--- src/design/usmr_pkg.sv ---
// Package with constants and carrier types for the serial port SPI-master / RS-485 block.
package usmr_pkg;
   // Line-driver mode field width and encodings.
   localparam int unsigned LDM_W = 2;
   localparam logic [1:0] LDM_OFF = 2'h0;
   localparam logic [1:0] LDM_EXT = 2'h1;
   localparam logic [1:0] LDM_INT = 2'h2;
   // Operating mode field: asynchronous framing or master SPI.
   localparam logic MODE_ASYNC = 1'h0;
   localparam logic MODE_SPI = 1'h1;
   // Data width of one character.
   localparam int unsigned DATA_W = 8;
   localparam logic [3:0] BIT_LAST = 4'h7;
   // Baud divisor width; divisor N gives one baud tick every N+1 clocks.
   localparam int unsigned DIV_W = 16;
   localparam logic [15:0] DIV_RST = 16'h0000;
   // Reset value of the data byte.
   localparam logic [7:0] DATA_RST = 8'h00;

   // Static configuration travelling as one group.
   typedef struct packed {
      logic mode;
      logic clock_phase_select;
      logic clock_polarity;
      logic bit_order_select;
      logic two_stop;
      logic [1:0] line_driver_mode;
      logic [15:0] divisor;
   } usmr_cfg_t;

   // Pin outputs travelling as one group.
   typedef struct packed {
      logic txd;
      logic txd_oe;
      logic transfer_clock_line;
      logic transmit_enable_out;
   } usmr_pins_t;
endpackage : usmr_pkg

--- src/design/usmr_core.sv ---
// Serial port transmit path with master SPI shifting and RS-485 transmit-enable control.
//
// Functional notes
// RQ1: Clock phase selects sample and shift edge.
// RQ2: Bit order selects MSB or LSB first.
// RQ3: No write-collision flag in SPI master.
// RQ4: No double speed; divisor sets rate.
// RQ5: Interrupt timing differs from standalone SPI.
// RQ6: TxD out, RxD in, transfer clock driven.
// RQ7: No slave select; other logic drives it.
// RQ8: Mode 0x1 drives external driver enable.
// RQ9: Mode 0x2 releases TxD when idle.
// RQ10: Transmit enable high while transmitter active.
// RQ11: Enable rises one baud tick before data.
// RQ12: Enable held through last stop bit.
// RQ13: Enable low after frame, off when disabled.
`timescale 1ns/1ps
`default_nettype none

module usmr_core (
   input wire logic i_ref_clk,                  // 100 MHz peripheral clock.
   input wire logic i_rst_n,                    // Synchronous reset, active low.
   input wire usmr_pkg::usmr_cfg_t i_cfg,       // Static configuration.
   input wire logic [7:0] i_tx_data,            // Byte to send.
   input wire logic i_tx_valid,                 // Byte offered.
   output logic o_tx_ready,                     // Byte accepted this cycle.
   input wire logic i_rxd,                      // Receive pin, asynchronous.
   output logic [7:0] o_rx_data,                // Last byte received in SPI mode.
   output logic o_rx_valid,                     // One-cycle pulse when a byte lands.
   output logic o_busy,                         // Transmitter active.
   output usmr_pkg::usmr_pins_t o_pins          // Pin outputs.
);

   ////////////////////////////////////////////////////////////////////////////
   // Types and helpers.

   // Transmit sequencer states.
   typedef enum logic [2:0] {USMR_IDLE, USMR_GUARD, USMR_START, USMR_DATA,
                             USMR_STOP} usmr_state_t;

   // Picks the bit for position idx in the chosen order.
   function automatic logic usmr_pick(input logic [7:0] b, input logic [3:0] idx,
                                      input logic lsb_first);
      logic [2:0] p;
      p = idx[2:0];
      if (lsb_first) begin
         usmr_pick = b[p];
      end else begin
         usmr_pick = b[3'h7 - p];
      end
   endfunction : usmr_pick

   usmr_state_t state;            // Sequencer state.
   logic [15:0] div_cnt;          // Baud divider counter.
   logic tick;                    // One baud tick (half bit period in SPI mode).
   logic [7:0] shreg;             // Transmit byte held for the frame.
   logic [7:0] rxsh;              // Receive shift register.
   logic [3:0] bit_idx;           // Current data bit index.
   logic half;                    // SPI half-bit phase: 0 leading edge next, 1 trailing.
   logic stop_cnt;                // Second stop bit pending.
   logic rxd_s1;                  // Synchroniser first stage.
   logic rxd_s2;                  // Synchroniser second stage.
   logic sck;                     // Transfer clock level before polarity.
   logic txd;                     // Transmit data level.
   logic line_driver_mode_on;                // Line-driver mode 0x1 or 0x2 selected.
   logic take;                    // A byte is accepted now.
   logic spi;                     // Master SPI mode.

   assign spi = (i_cfg.mode == usmr_pkg::MODE_SPI);
   assign line_driver_mode_on = (i_cfg.line_driver_mode == usmr_pkg::LDM_EXT) ||
                     (i_cfg.line_driver_mode == usmr_pkg::LDM_INT); // RQ8
   // A new byte is only taken while idle, so a write during a frame simply waits;
   // there is no collision detection at all.
   assign take = i_tx_valid && (state == USMR_IDLE); // RQ3
   assign o_tx_ready = take;
   assign o_busy = (state != USMR_IDLE); // RQ10

   ////////////////////////////////////////////////////////////////////////////
   // Receive pin synchroniser.

   // The first stage is read only by the second.
   always_ff @(posedge i_ref_clk) begin
      if (!i_rst_n) begin
         rxd_s1 <= 1'h1;
         rxd_s2 <= 1'h1;
      end else begin
         rxd_s1 <= i_rxd;
         rxd_s2 <= rxd_s1;
      end
   end

   ////////////////////////////////////////////////////////////////////////////
   // Baud divider.

   // Rate comes only from the divisor; there is no double-speed shortcut.
   always_ff @(posedge i_ref_clk) begin
      if (!i_rst_n || state == USMR_IDLE) begin
         div_cnt <= usmr_pkg::DIV_RST;
      end else if (div_cnt >= i_cfg.divisor) begin // RQ4
         div_cnt <= usmr_pkg::DIV_RST;
      end else begin
         div_cnt <= div_cnt + 16'h0001;
      end
   end
   assign tick = (state != USMR_IDLE) && (div_cnt >= i_cfg.divisor);

   ////////////////////////////////////////////////////////////////////////////
   // Frame sequencer.

   // Asynchronous frames: with RS-485 on, a guard tick precedes the start bit.
   // SPI frames go straight to data; each bit spans two ticks.
   always_ff @(posedge i_ref_clk) begin
      if (!i_rst_n) begin
         state <= USMR_IDLE;
         bit_idx <= 4'h0;
         half <= 1'h0;
         stop_cnt <= 1'h0;
      end else begin
         case (state)
            USMR_IDLE: begin
               if (take) begin
                  bit_idx <= 4'h0;
                  half <= 1'h0;
                  stop_cnt <= i_cfg.two_stop;
                  if (spi) begin
                     state <= USMR_DATA;
                  end else if (line_driver_mode_on) begin
                     state <= USMR_GUARD; // RQ11
                  end else begin
                     state <= USMR_START;
                  end
               end
            end
            USMR_GUARD: begin
               if (tick) begin
                  state <= USMR_START;
               end
            end
            USMR_START: begin
               if (tick) begin
                  state <= USMR_DATA;
               end
            end
            USMR_DATA: begin
               if (tick) begin
                  if (spi && !half) begin
                     half <= 1'h1;
                  end else begin
                     half <= 1'h0;
                     if (bit_idx == usmr_pkg::BIT_LAST) begin
                        state <= spi ? USMR_IDLE : USMR_STOP;
                     end else begin
                        bit_idx <= bit_idx + 4'h1;
                     end
                  end
               end
            end
            USMR_STOP: begin
               if (tick) begin
                  if (stop_cnt) begin
                     stop_cnt <= 1'h0; // RQ12
                  end else begin
                     state <= USMR_IDLE; // RQ13
                  end
               end
            end
            default: begin
               state <= USMR_IDLE;
            end
         endcase
      end
   end

   ////////////////////////////////////////////////////////////////////////////
   // Data hold and receive capture.

   // Holds the byte; in SPI mode the receive bit is sampled on the sampling edge.
   always_ff @(posedge i_ref_clk) begin
      if (!i_rst_n) begin
         shreg <= usmr_pkg::DATA_RST;
         rxsh <= usmr_pkg::DATA_RST;
      end else if (take) begin
         shreg <= i_tx_data;
      end else if (spi && state == USMR_DATA && tick && (half == i_cfg.clock_phase_select)) begin
         // Phase 0 samples at the leading edge, phase 1 at the trailing edge.
         if (i_cfg.bit_order_select) begin // RQ2
            rxsh <= {rxd_s2, rxsh[7:1]}; // RQ6
         end else begin
            rxsh <= {rxsh[6:0], rxd_s2}; // RQ1
         end
      end
   end

   // Publishes the received byte at the end of each SPI frame.
   // The pulse point is our own and need not match the standalone SPI unit.
   always_ff @(posedge i_ref_clk) begin
      if (!i_rst_n) begin
         o_rx_data <= usmr_pkg::DATA_RST;
         o_rx_valid <= 1'h0;
      end else begin
         o_rx_valid <= 1'h0;
         if (spi && state == USMR_DATA && tick && half &&
             bit_idx == usmr_pkg::BIT_LAST) begin // RQ5
            o_rx_valid <= 1'h1;
            o_rx_data <= (i_cfg.clock_phase_select) ?
                         (i_cfg.bit_order_select ? {rxd_s2, rxsh[7:1]} : {rxsh[6:0], rxd_s2}) :
                         rxsh;
         end
      end
   end

   ////////////////////////////////////////////////////////////////////////////
   // Pin drive.

   // Registered pin levels. With phase 1 the data changes at the leading edge,
   // with phase 0 it is set up half a bit earlier and changes at the trailing edge.
   always_ff @(posedge i_ref_clk) begin
      if (!i_rst_n) begin
         txd <= 1'h1;
         sck <= 1'h0;
      end else begin
         case (state)
            USMR_START: txd <= 1'h0;
            USMR_DATA: begin
               if (spi) begin
                  // Transfer clock toggles once per tick.
                  sck <= tick ? ~half : sck; // RQ6
                  if (i_cfg.clock_phase_select && tick && !half) begin // RQ1
                     txd <= usmr_pick(shreg, bit_idx, i_cfg.bit_order_select);
                  end else if (!i_cfg.clock_phase_select && (!tick || half)) begin
                     txd <= usmr_pick(shreg, (tick && half) ? bit_idx + 4'h1 : bit_idx,
                                      i_cfg.bit_order_select); // RQ2
                  end
               end else begin
                  txd <= usmr_pick(shreg, bit_idx, i_cfg.bit_order_select); // RQ2
               end
            end
            default: begin
               txd <= 1'h1;
               sck <= 1'h0;
            end
         endcase
      end
   end

   // True while the sequencer is active, or when a queued byte is taken back to back
   // while the level is already up. Following the state one clock late keeps the level
   // in step with the registered data pin, so it covers the whole stop bit on the pin.
   function automatic logic next_active(input usmr_state_t s, input logic t,
                                        input logic cur);
      next_active = (s != USMR_IDLE) || (t && cur); // RQ12
   endfunction : next_active

   logic te_out;                  // Registered transmit enable level.
   logic txd_drive;               // Registered output enable of the transmit pin.

   // In async mode with line-driver mode 0x1 or 0x2, transmit enable is high through guard, start, data and stop, low otherwise.
   always_ff @(posedge i_ref_clk) begin
      if (!i_rst_n) begin
         te_out <= 1'h0;
         txd_drive <= 1'h1;
      end else begin
         te_out <= line_driver_mode_on && !spi && next_active(state, take, te_out); // RQ10
         // In internal mode the pin is released while nothing is sent.
         txd_drive <= (i_cfg.line_driver_mode == usmr_pkg::LDM_INT) ?
                      next_active(state, take, txd_drive) : 1'h1; // RQ9
      end
   end

   // Pins; no slave select exists, the system drives one from a general output.
   assign o_pins = '{txd: txd, // RQ7
                     txd_oe: txd_drive,
                     transfer_clock_line: sck ^ i_cfg.clock_polarity, // RQ6
                     transmit_enable_out: te_out};
endmodule : usmr_core
`default_nettype wire

--- config.mk ---
export PLATFORM = sky130hd
export DESIGN_NAME = usmr_core
export DESIGN_NICKNAME = d
export VERILOG_FILES = /design/src/design/usmr_pkg.sv /design/src/design/usmr_core.sv
export SDC_FILE = /design/constraint.sdc
export NUM_CORES = 1
export LEC_CHECK = 0
export BUFFER_PORTS_ARGS = -buffer_cell sky130_fd_sc_hd__buf_2
export CORE_UTILIZATION = 45
export CTS_CLUSTER_SIZE = 12
export DETAILED_ROUTE_END_ITERATION = 7
export MAX_ROUTING_LAYER = met4
export PLACE_DENSITY_LB_ADDON = 0.3
export SLEW_MARGIN = 15
export SYNTH_ARGS = -nofsm -noshare
export SYNTH_HDL_FRONTEND = slang
export SYNTH_SLANG_ARGS = --single-unit
--- constraint.sdc ---
create_clock -name i_ref_clk -period 3.7 [get_ports i_ref_clk]
set_input_delay 0.37 -clock i_ref_clk [delete_from_list [all_inputs] [get_ports i_ref_clk]]
set_output_delay 0.37 -clock i_ref_clk [all_outputs]
set_load 0.02 [all_outputs]
Word level (Yosys, flattened, before mapping):

Cells that the tools add are included.
W data, S select, Z words.

* bits in registers: 56
* output and inout bits: 15

* $add $sub $neg: 4
* order comparisons: 5
* equality and inequality tests: 19
* muxes and demuxes: 45
* bitwise logic cells: 4
* reduce and logical (&&, ||, !) cells: 38

Operators by type and width (count)
* $mux W3: 10
* $ne A2 B2 Y1 const B: 10
* $mux W1: 17
* $add A16 B1 Y16 const B: 1
* $ge A16 B16 Y1: 1
* $logic_and A1 B1 Y1: 16
* $lt A3 B4 Y1 const B: 4
* $mux W4: 4
* $mux W8: 2
* $pmux W3 S5: 1
* $bmux W1 S3: 4
* $reduce_and A3 Y1: 3
* $pmux W1 S2: 4
* $pmux W4 S2: 1
* $reduce_and A8 Y1: 1
* $eq A3 B2 Y1 const B: 2
* $sub A3 B3 Y3 const A: 2
* $logic_not A1 Y1: 5
* $logic_or A1 B1 Y1: 5
* $reduce_and A5 Y1: 1
* $add A4 B1 Y4 const B: 1
* $eq A4 B3 Y1 const B: 1
* $mux W2: 2
* $ne A4 B2 Y1 const B: 1
* other kinds (12): 16

Longest topological paths before layout:

Gate-level depths: netlist of run 1.

* depth in word-level cells: 12
* depth in mapped cells: 12
* mapped depth without buffers: 11

Least setup slack after synthesis of run 1:

No wires, ideal clock.

* path kind: input to register
* start: input i_cfg[13] (netlist bit)
* end: register txd
* library setup time: 0.131 ns
* data arrival time: 2.468 ns
* required time: 3.569 ns
* path slack: 1.100 ns
* cell stages on the path: 11
* path buffers: 0
* cells stage by stage: inv_1 -> ha_1 -> nand4_2 -> nor4_4 -> a311oi_4 -> a211oi_2 -> mux2_2 -> a2bb2oi_2 -> a31o_1 -> o221ai_2 -> a21oi_2

* longest elaborated chain between the ends: 12

RTL lines
* start: declaration: RTL line usmr_core.sv:23 `input wire usmr_pkg::usmr_cfg_t i_cfg,`
* $ge A16 B16 Y1 (*): RTL line usmr_core.sv:105 `assign tick = (state != USMR_IDLE) && (div_cnt >= i_cfg.divisor);`
* $logic_and A1 B1 Y1 (*): RTL line usmr_core.sv:105
* $logic_and A1 B1 Y1: RTL line usmr_core.sv:231 `txd <= usmr_pick(shreg, (tick && half) ? bit_idx + 4'h1 : bit_idx,`
* $mux W3: RTL line usmr_core.sv:231
* $sub A3 B3 Y3: RTL line usmr_core.sv:49 `usmr_pick = b[3'h7 - p];`
* $bmux W1 S3: RTL line usmr_core.sv:49
* $mux W1 (not written as such): RTL line usmr_core.sv:49
* $mux W1: RTL line usmr_core.sv:46 `if (lsb_first) begin`
* $mux W1: RTL line usmr_core.sv:230 `end else if (!i_cfg.clock_phase_select && (!tick || half)) begin`
* $mux W1: RTL line usmr_core.sv:228 `if (i_cfg.clock_phase_select && tick && !half) begin`
* $mux W1: RTL line usmr_core.sv:225 `if (spi) begin`
* $pmux W1 S2: RTL line usmr_core.sv:222 `case (state)`
* end signal: assignment: RTL line usmr_core.sv:229 `txd <= usmr_pick(shreg, bit_idx, i_cfg.bit_order_select);`
* end signal: assignment: RTL line usmr_core.sv:231
* end signal: assignment: RTL line usmr_core.sv:235 `txd <= usmr_pick(shreg, bit_idx, i_cfg.bit_order_select);`
* end: declaration: RTL line usmr_core.sv:64 `logic txd;`

Every way passes the cells marked *; elsewhere a longest branch is shown, timed or not. The select of a mux whose other input is x is not followed.
A chain may end at the register's enable or synchronous reset.

Worst setup path after layout of run 1:

* start: register div_cnt[0]
* end: register txd

* longest elaborated chain between the ends: 12

RTL lines
* start: declaration: RTL line usmr_core.sv:54 `logic [15:0] div_cnt;`
* start signal: assignment: RTL line usmr_core.sv:98 `div_cnt <= usmr_pkg::DIV_RST;`
* start signal: assignment: RTL line usmr_core.sv:100 `div_cnt <= usmr_pkg::DIV_RST;`
* start signal: assignment: RTL line usmr_core.sv:102 `div_cnt <= div_cnt + 16'h0001;`
* $ge A16 B16 Y1 (*): RTL line usmr_core.sv:105
* $logic_and A1 B1 Y1 (*): RTL line usmr_core.sv:105
* $logic_and A1 B1 Y1: RTL line usmr_core.sv:231
* $mux W3: RTL line usmr_core.sv:231
* $sub A3 B3 Y3: RTL line usmr_core.sv:49
* $bmux W1 S3: RTL line usmr_core.sv:49
* $mux W1 (not written as such): RTL line usmr_core.sv:49
* $mux W1: RTL line usmr_core.sv:46
* $mux W1: RTL line usmr_core.sv:230
* $mux W1: RTL line usmr_core.sv:228
* $mux W1: RTL line usmr_core.sv:225
* $pmux W1 S2: RTL line usmr_core.sv:222

Marks and branches as above.

==> results of run 1 <==
cell usage after synthesis (all sizes together), types with 8 or more instances:
| library cell | count |
|---|---|
| ha | 19 |
| buf | 12 |
| xor2 | 11 |
| clkbuf | 12 |
| xnor2 | 8 |
| a21oi | 33 |
| inv | 27 |
| nand2 | 40 |
| mux2i | 11 |
| dfxtp | 56 |
| nand2b | 8 |
| nor2 | 68 |
| a211oi | 20 |
| nand4 | 11 |
| nand3 | 13 |
worst paths after layout:
check             slack [ns]  depth (start not counted)      to       start
setup / recovery        0.84                         11     txd  div_cnt[0]
hold / removal          0.23                          2  rxd_s1       i_rxd
setup reg to reg        0.84                         11     txd  div_cnt[0]
hold reg to reg         0.41                          1  rxd_s2      rxd_s1
area by class of cell:
class,instances,area [um^2]
inverter,29,108.9
sequential,56,1121
multi-input combinational,301,2067
clock buffer,7,86.33
fill,744,3510
tap,99,123.9
timing repair buffer,52,267.8
clock inverter,1,7.507
worst max-delay path, stage by stage (launching register included):
cell,delay (ns)
dfxtp_1,0.40
inv_1,0.06
ha_1,0.26
nand2b_1,0.14
a2111o_1,0.46
a311oi_4,0.32
a211oi_2,0.12
buf_4,0.21
or4b_1,0.48
nand4_1,0.12
o221ai_2,0.11
a21oi_2,0.13
sequential cells by signal (all words and copies together), names as in the netlist:
register / count
half: 1
o_rx_data: 8
bit_idx: 4
rxsh: 8
shreg: 8
stop_cnt: 1
te_out: 1
o_rx_valid: 1
rxd_s1: 1
rxd_s2: 1
div_cnt: 16
state: 3
sck: 1
txd_drive: 1
txd: 1
cell families (layout without fill, tap and decap cells):
family                     after synthesis  after routing  share of synthesized area
AOI/OAI and AO/OA                       80             80                     0.1714
xor gates and xnor gates                19             19                    0.04861
adders and majority gates               19             19                    0.06945
buffers and inverters                   53             89                    0.06871
DFF                                     56             56                     0.3275
muxes                                   19             19                    0.07932
and+or+nand+nor                        164            164                     0.2350
report_power, final:
group | internal, mW | switching, mW | leakage (nW)
sequential | 0.623 | 0.0249 | 0.454
combinational | 0.100 | 0.147 | 1.05
clock | 0.153 | 0.200 | 0.0445
stage by stage:
step	power, mW	std cells	hold slack (ns)	setup slack [ns]	utilization
global placement	0.9038	537	0.3952	0.8348	0.5058
detailed placement	0.9075	537	0.3977	0.8027	0.5058
CTS	1.255	545	0.2284	0.8266	0.5187
global route	1.318	545	0.2223	0.6737	0.5187
floorplan	0.8455	410	0.3863	1.100	-
finish	1.248	545	0.2323	0.8387	0.5187
metal layers:
metal  routed length (um)  global-route usage
met1                 3662              0.2677
met2                 3098              0.2977
met3                  264             0.03416
met4                   36             0.04185
met5                    0                   -
==> results.sh, run 1 <==
export IMPL_grt_max_degree=34
export IMPL_ys_seq_elements=56
export IMPL_drv_cap=0
export IMPL_syn_inst=410
export IMPL_place_congestion=0.8384
export IMPL_leakage_nw=1.553
export IMPL_drive_gt1_frac=0.1861
export IMPL_drt_iter0_drc=110
export IMPL_grt_overflow_total=0
export IMPL_peakVddDrop_mv=0.1513
export IMPL_finalHoldViolCount=0
export IMPL_n_antenna_cell=0
export IMPL_mostFrequentLayoutCells="68 x nor2_1, 56 x dfxtp_1, 49 x buf_2"
export IMPL_crit_type="flop to flop"
export IMPL_rsz0062_at_grt="no"
export IMPL_cts_buffers=5
export IMPL_worst_path_max_fanout=13
export IMPL_via_count=2896
export IMPL_yosysSeqAreaShare=0.3275
export IMPL_yosysWarnings=0
export IMPL_hold_path_class="primary input to flop"
export IMPL_wire_per_inst_um=12.96
export IMPL_syn_nets=464
export IMPL_synth_area_leaders="dfxtp_1 33%, nor2_1 7.5%, ha_1 6.9%"
export IMPL_antenna_left=0
export IMPL_syn_area_um2=3423
export IMPL_synth_edf_count=0
export IMPL_synth_area_per_cell_um2=8.349
export IMPL_synth_cell_types=60
export IMPL_post_cts_buffers=0
export IMPL_post_cts_resized=0
export IMPL_fin_area_um2=3782
export IMPL_grt_usage=0.1940
export IMPL_cts_max_path_buffers=2
export IMPL_area_growth_pct=10.49
export IMPL_required_ns=3.96
export IMPL_worstSetupStartpointType="flop"
export IMPL_nets=499
export IMPL_firstDrtPassIters=4
export IMPL_clk_pin_slew_worst_paths_ns=0.10
export IMPL_grt_pass1_wl_um=11790
export IMPL_post_route_drc_count=0
export IMPL_initial_utilization=0.4695
export IMPL_fmax_ghz=0.3495
export IMPL_fin_crit_sh=0.7733
export IMPL_clock_skew_ns=0.01016
export IMPL_layout_commonest_cell="nor2_1"
export IMPL_place_detailed_hpwl_um=5209
export IMPL_holdBufCountCts=0
export IMPL_clock_sinks=56
export IMPL_fin_crit_ns=2.861
export IMPL_slew_headroom=0.5499
export IMPL_core_region_area_um2=7292
export IMPL_crit_arrival_ns=3.12
export IMPL_wl_um=7062
export IMPL_status="finished, final reports clean"
export IMPL_clock_latency_ns=0.31
export IMPL_antenna_found_initial=0
export IMPL_finalMaxSlewViolations=0
export IMPL_dieArea_um2=7960
export IMPL_ctsHtreeMaxLevel=2
export IMPL_rows=31
export IMPL_cts_tree="yes"
export IMPL_worst_slew_pin_slew_ns=0.6732
export IMPL_powerDensity_nw_per_um2=329.9
export IMPL_synth_top_area_share=0.3275
export IMPL_async_reset_ff_frac=0
export IMPL_avgViaCountPerCell=5.314
export IMPL_place_area_um2=3689
export IMPL_portBuffers=49
export IMPL_clock_root_buffer="clkbuf_8"
export IMPL_synth_area_leader_cell="dfxtp_1"
export IMPL_die_y_um=89.22
export IMPL_synth_ff_type="dfxtp_1"
export IMPL_setup_tns_final_ns=0
export IMPL_fp_dieW_um=89.22
export IMPL_grt_pass1_vias=2549
export IMPL_end_kind="flop"
export IMPL_io_pins=50
export IMPL_setup_viol=0
Power figures use the tool's default switching activity.
==> run 2, diff against run 1 <==
==> constraint.sdc (replaced) <==
create_clock -name i_ref_clk -period 2.9 [get_ports i_ref_clk]
set_input_delay 0.29 -clock i_ref_clk [delete_from_list [all_inputs] [get_ports i_ref_clk]]
set_output_delay 0.29 -clock i_ref_clk [all_outputs]
set_load 0.02 [all_outputs]
==> run 2 against run 1 <==
Compared with the run above: via count increased by 3.0%; critical path depth unchanged; largest power group unchanged; highest routed layer unchanged; global-route usage increased by 0.43 points; clock power increased by 27%; core utilization increased by 2.7 points; total power increased by 31%; critical path type unchanged; first-iteration DRC count increased by 53%.
==> results.sh, run 2 (same netlist as run 1, synthesis figures left out) <==
export IMPL_powerDensity_nw_per_um2=409.0
export IMPL_finalHoldViolCount=0
export IMPL_reg2reg_slack_ns=0.14
export IMPL_cp_num_cells=11
export IMPL_drt_iter0_drc=168
export IMPL_grt_max_degree=35
export IMPL_clock_latency_ns=0.31
export IMPL_wl_um=7375
export IMPL_place_detailed_hpwl_um=5317
export IMPL_die_y_um=89.22
export IMPL_nets=512
export IMPL_antenna_left=0
export IMPL_fin_crit_ns=2.762
export IMPL_ctsHtreeMaxLevel=2
export IMPL_dieArea_um2=7960
export IMPL_fin_crit_sh=0.9525
export IMPL_hold_start="i_rxd"
export IMPL_cts_buffers=5
export IMPL_slew_headroom=0.6627
export IMPL_core_region_area_um2=7292
export IMPL_dp_cells=548
export IMPL_area_growth_pct=16.30
export IMPL_io_pins=50
export IMPL_hold_path_class="primary input to flop"
export IMPL_wire_per_inst_um=13.22
export IMPL_finalMaxSlewViolations=0
export IMPL_drive_gt1_frac=0.2331
export IMPL_power_mw=1.628
export IMPL_portBuffers=49
export IMPL_hold_path_end="rxd_s1"
export IMPL_antenna_found_initial=0
export IMPL_crit_type="flop to flop"
export IMPL_fp_dieW_um=89.22
export IMPL_setup_viol=0
export IMPL_timing_rr_end="txd"
export IMPL_holdBufCountCts=0
export IMPL_via_count=2983
export IMPL_grt_usage=0.1984
export IMPL_fmax_ghz=0.3620
export IMPL_largest_register_ffs=16
export IMPL_rows=31
export IMPL_worstSetupStartpointType="flop"
export IMPL_grt_pass1_vias=2587
export IMPL_cpPeakStageDelay_ns=0.38
export IMPL_clock_root_buffer="clkbuf_8"
export IMPL_hold_slack_ns=0.1550
export IMPL_post_route_drc_count=0
export IMPL_setup_tns_final_ns=0
export IMPL_r2r_start="div_cnt[8]"
export IMPL_clock_sinks=56
export IMPL_grt_overflow_total=0
export IMPL_timing_final_ws_setup_ns=0.1378
export IMPL_cp_slowest_cell="a211oi_4"
export IMPL_grt_pass1_wl_um=11960
export IMPL_peakVddDrop_mv=0.2265
export IMPL_avgViaCountPerCell=5.346
export IMPL_dp_slack_ns=0.08432
export IMPL_cts_max_path_buffers=2
export IMPL_cts_tree="yes"
export IMPL_fillers=705
export IMPL_required_ns=3.16
export IMPL_mostFrequentLayoutCells="68 x nor2_1, 53 x dfxtp_1, 49 x buf_2"
export IMPL_n_antenna_cell=0
export IMPL_critPathBufInv=2
export IMPL_worst_path_max_fanout=8
export IMPL_layout_commonest_cell="nor2_1"
export IMPL_clk_pin_slew_worst_paths_ns=0.10
export IMPL_leakage_nw=1.623
export IMPL_cp_top_family="compound AO/OA/AOI/OAI gates"
export IMPL_drv_cap=0
export IMPL_firstDrtPassIters=4
export IMPL_crit_arrival_ns=3.02
export IMPL_clock_skew_ns=0.01093
export IMPL_worst_slew_pin_slew_ns=0.5052
export IMPL_fin_cells=558
export IMPL_status="finished, final reports clean"
export IMPL_largest_register="div_cnt"
export IMPL_crit_chain="ha_1 > nand4_4 > nor4_4 > a311oi_4 > buf_4 > a211oi_4 > buf_6 > mux4_2 > nor3_2 > a211oi_1 > a21oi_2"
export IMPL_hold_depth=2
export IMPL_end_kind="flop"
export IMPL_place_congestion=0.8445
export IMPL_crit_start="div_cnt[8]"
export IMPL_rr_worst_depth=11
export IMPL_initial_utilization=0.4695
## run 2: cell types whose count changed in the layout (fill, tap and decap cells not counted), moves of 2 or more
cell     change
ha_1         -3
ha_4         +3
dfxtp_2      +3
buf_4       +12
mux2i_1      -2
dfxtp_1      -3
## run 2: metal layers
metal | wire [um] | vias up | GRT usage
met5 | 0 | - | -
met4 | 72 | 0 | 0.05483
met3 | 304 | 5 | 0.03047
met2 | 3414 | 69 | 0.3116
met1 | 3584 | 1389 | 0.2656
li1 | - | 1520 | -
## run 2: worst max-delay path by stage
stage / slack (ns) / end
2_1_floorplan: 0.32 / state[1]
3_3_place_gp: 0.15 / txd
3_5_place_dp: 0.08 / txd
4_1_cts: 0.09 / txd
5_1_grt: -0.0006 / o_rx_data[2]
6_report: 0.14 / txd
## run 2: cell type report
class	instances	area, um^2	area share
clock buffers	7	86.33	0.02168
inverters	29	108.9	0.02734
clock inverters	1	7.507	0.001886
flip-flops and latches	56	1125	0.2825
multi-input cells	301	2161	0.5427
well taps	99	123.9	0.03111
repair buffers	65	369.1	0.09271
## run 2: through the flow
step	util	instance area (um^2)
finish	0.5460	3981
global route	0.5460	3981
CTS	0.5300	3865
detailed placement	0.5172	3771
global placement	0.5172	3771
floorplan	-	3423
## run 2: power breakdown
group          total (mW)  switching, mW  internal [mW]
sequential          0.833         0.0373          0.796
combinational       0.348          0.197          0.151
clock               0.447          0.253          0.195
## run 2: repair_timing
item / CTS / global route
resized for setup: 0 / 17
setup buffers: 0 / 2
endpoints found under the setup margin: 0 / 2
==> run 3, diff against run 2 <==
--- a/config.mk
+++ b/config.mk
@@ -7,6 +7,7 @@
 export LEC_CHECK = 0
 export BUFFER_PORTS_ARGS = -buffer_cell sky130_fd_sc_hd__buf_2
 export CORE_UTILIZATION = 45
+export CTS_BUF_LIST = sky130_fd_sc_hd__clkbuf_4 sky130_fd_sc_hd__clkbuf_8
 export CTS_CLUSTER_SIZE = 12
 export DETAILED_ROUTE_END_ITERATION = 7
 export MAX_ROUTING_LAYER = met4
==> run 3 against run 2 <==
Compared with the run above: critical path depth unchanged; clock skew increased by 0.0028 ns; sequential power about the same; core utilization up 0.051 points; clock power is 3% higher; critical endpoint unchanged; setup slack lost 0.0051 ns; first-iteration DRC count up 5.4%; global-route usage did not move.
==> results.sh, run 3 (same netlist as run 1, synthesis figures left out) <==
export IMPL_fillers=705
export IMPL_power_share_sequential=0.508
export IMPL_firstDrtPassIters=4
export IMPL_portBuffers=49
export IMPL_n_antenna_cell=0
export IMPL_cts_max_path_buffers=2
export IMPL_area_growth_pct=16.41
export IMPL_dp_slack_ns=0.08432
export IMPL_hold_path_class="primary input to flop"
export IMPL_antenna_found_initial=0
export IMPL_core_region_area_um2=7292
export IMPL_peakVddDrop_mv=0.2261
export IMPL_cts_tree="yes"
export IMPL_crit_arrival_ns=3.02
export IMPL_finalHoldViolCount=0
export IMPL_wl_um=7387
export IMPL_fmax_ghz=0.3614
export IMPL_largest_register_ffs=16
export IMPL_mostFrequentLayoutCells="68 x nor2_1, 53 x dfxtp_1, 49 x buf_2"
export IMPL_place_congestion=0.8445
export IMPL_slew_headroom=0.6633
export IMPL_dp_cells=548
export IMPL_io_pins=50
export IMPL_setup_tns_final_ns=0
export IMPL_holdBufCountCts=0
export IMPL_post_route_drc_count=0
export IMPL_clock_skew_ns=0.01376
export IMPL_multi_input_area_um2=2161
export IMPL_power_mw=1.639
export IMPL_nets=512
export IMPL_grt_usage=0.1984
export IMPL_wire_per_inst_um=13.24
export IMPL_drv_cap=0
export IMPL_grt_pass1_wl_um=11960
export IMPL_grt_max_degree=35
export IMPL_clk_pin_slew_worst_paths_ns=0.10
export IMPL_end_kind="flop"
export IMPL_powerDensity_nw_per_um2=411.4
export IMPL_cts_buffers=5
export IMPL_antenna_left=0
export IMPL_switching_share=0.2981
export IMPL_via_count=2983
export IMPL_worst_path_max_fanout=8
export IMPL_clock_sinks=56
export IMPL_hold_slack_ns=0.1549
export IMPL_clock_root_buffer="clkbuf_8"
export IMPL_p_comb_frac=0.212
export IMPL_leakage_nw=1.626
export IMPL_crit_type="flop to flop"
export IMPL_fin_area_um2=3985
export IMPL_initial_utilization=0.4695
export IMPL_die_y_um=89.22
export IMPL_layout_commonest_cell="nor2_1"
export IMPL_dieArea_um2=7960
export IMPL_required_ns=3.16
export IMPL_fin_crit_sh=0.9543
export IMPL_worst_slew_pin_slew_ns=0.5043
export IMPL_drive_gt1_frac=0.2353
export IMPL_clockPowerShare=0.280
export IMPL_rows=31
export IMPL_place_detailed_hpwl_um=5317
export IMPL_place_area_um2=3771
export IMPL_finalMaxSlewViolations=0
export IMPL_fin_crit_ns=2.767
export IMPL_grt_pass1_vias=2580
export IMPL_status="finished, final reports clean"
export IMPL_timing_final_ws_setup_ns=0.1326
export IMPL_fin_cells=558
export IMPL_clock_latency_ns=0.32
export IMPL_fp_dieW_um=89.22
export IMPL_setup_viol=0
export IMPL_switchingPower_mw=0.4887
export IMPL_largest_register="div_cnt"
export IMPL_avgViaCountPerCell=5.346
export IMPL_seq_area_um2=1125
export IMPL_final_core_util=0.5465
export IMPL_worstSetupStartpointType="flop"
export IMPL_grt_overflow_total=0
export IMPL_intPower_mw=1.151
export IMPL_ctsHtreeMaxLevel=2
export IMPL_drt_iter0_drc=177
run 3: cell type report:
type,instances,share of cell area
clock buffer,7,0.02261
clock inverter,1,0.001884
inverter,29,0.02732
multi-input combinational,301,0.5422
sequential,56,0.2823
tap,99,0.03108
timing repair buffer,65,0.09262
run 3: final timing paths:
kind                    from  endpoint  slack (ns)  depth (start not counted)
hold / removal         i_rxd    rxd_s1        0.15                          2
setup / recovery  div_cnt[8]       txd        0.13                         11
hold reg to reg       rxd_s1    rxd_s2        0.42                          1
setup reg to reg  div_cnt[8]       txd        0.13                         11
run 3: power by group through the flow:
stage                     clock [mW]  sequential [mW]  combinational [mW]
final                          0.459            0.833               0.348
after CTS                      0.471            0.832               0.331
after global routing           0.511            0.840               0.383
after detailed placement           0            0.850               0.329
after floorplan                    0            0.831               0.248
after global placement             0            0.848               0.322
run 3: metal layers:
layer	wire, um	global-route usage	vias to the layer above
met5	0	-	-
met4	82	0.05483	0
met3	311	0.03047	7
met2	3376	0.3109	67
met1	3616	0.2662	1389
li1	-	-	1520
run 3: repair_timing:
item | 4_1_cts | 5_1_grt
setup endpoints to repair | 0 | 2
resized for setup | 0 | 17
buffers inserted | 0 | 2
endpoints found under the hold margin | 0 | 0
run 3: worst max-delay path, stage by stage (launching register included):
cell and delay [ns]:
dfxtp_2 0.36, ha_1 0.31, nand4_4 0.11, nor4_4 0.31
a311oi_4 0.13, buf_4 0.16, a211oi_4 0.38, buf_6 0.20
mux4_2 0.32, nor3_2 0.17, a211oi_1 0.11, a21oi_2 0.14
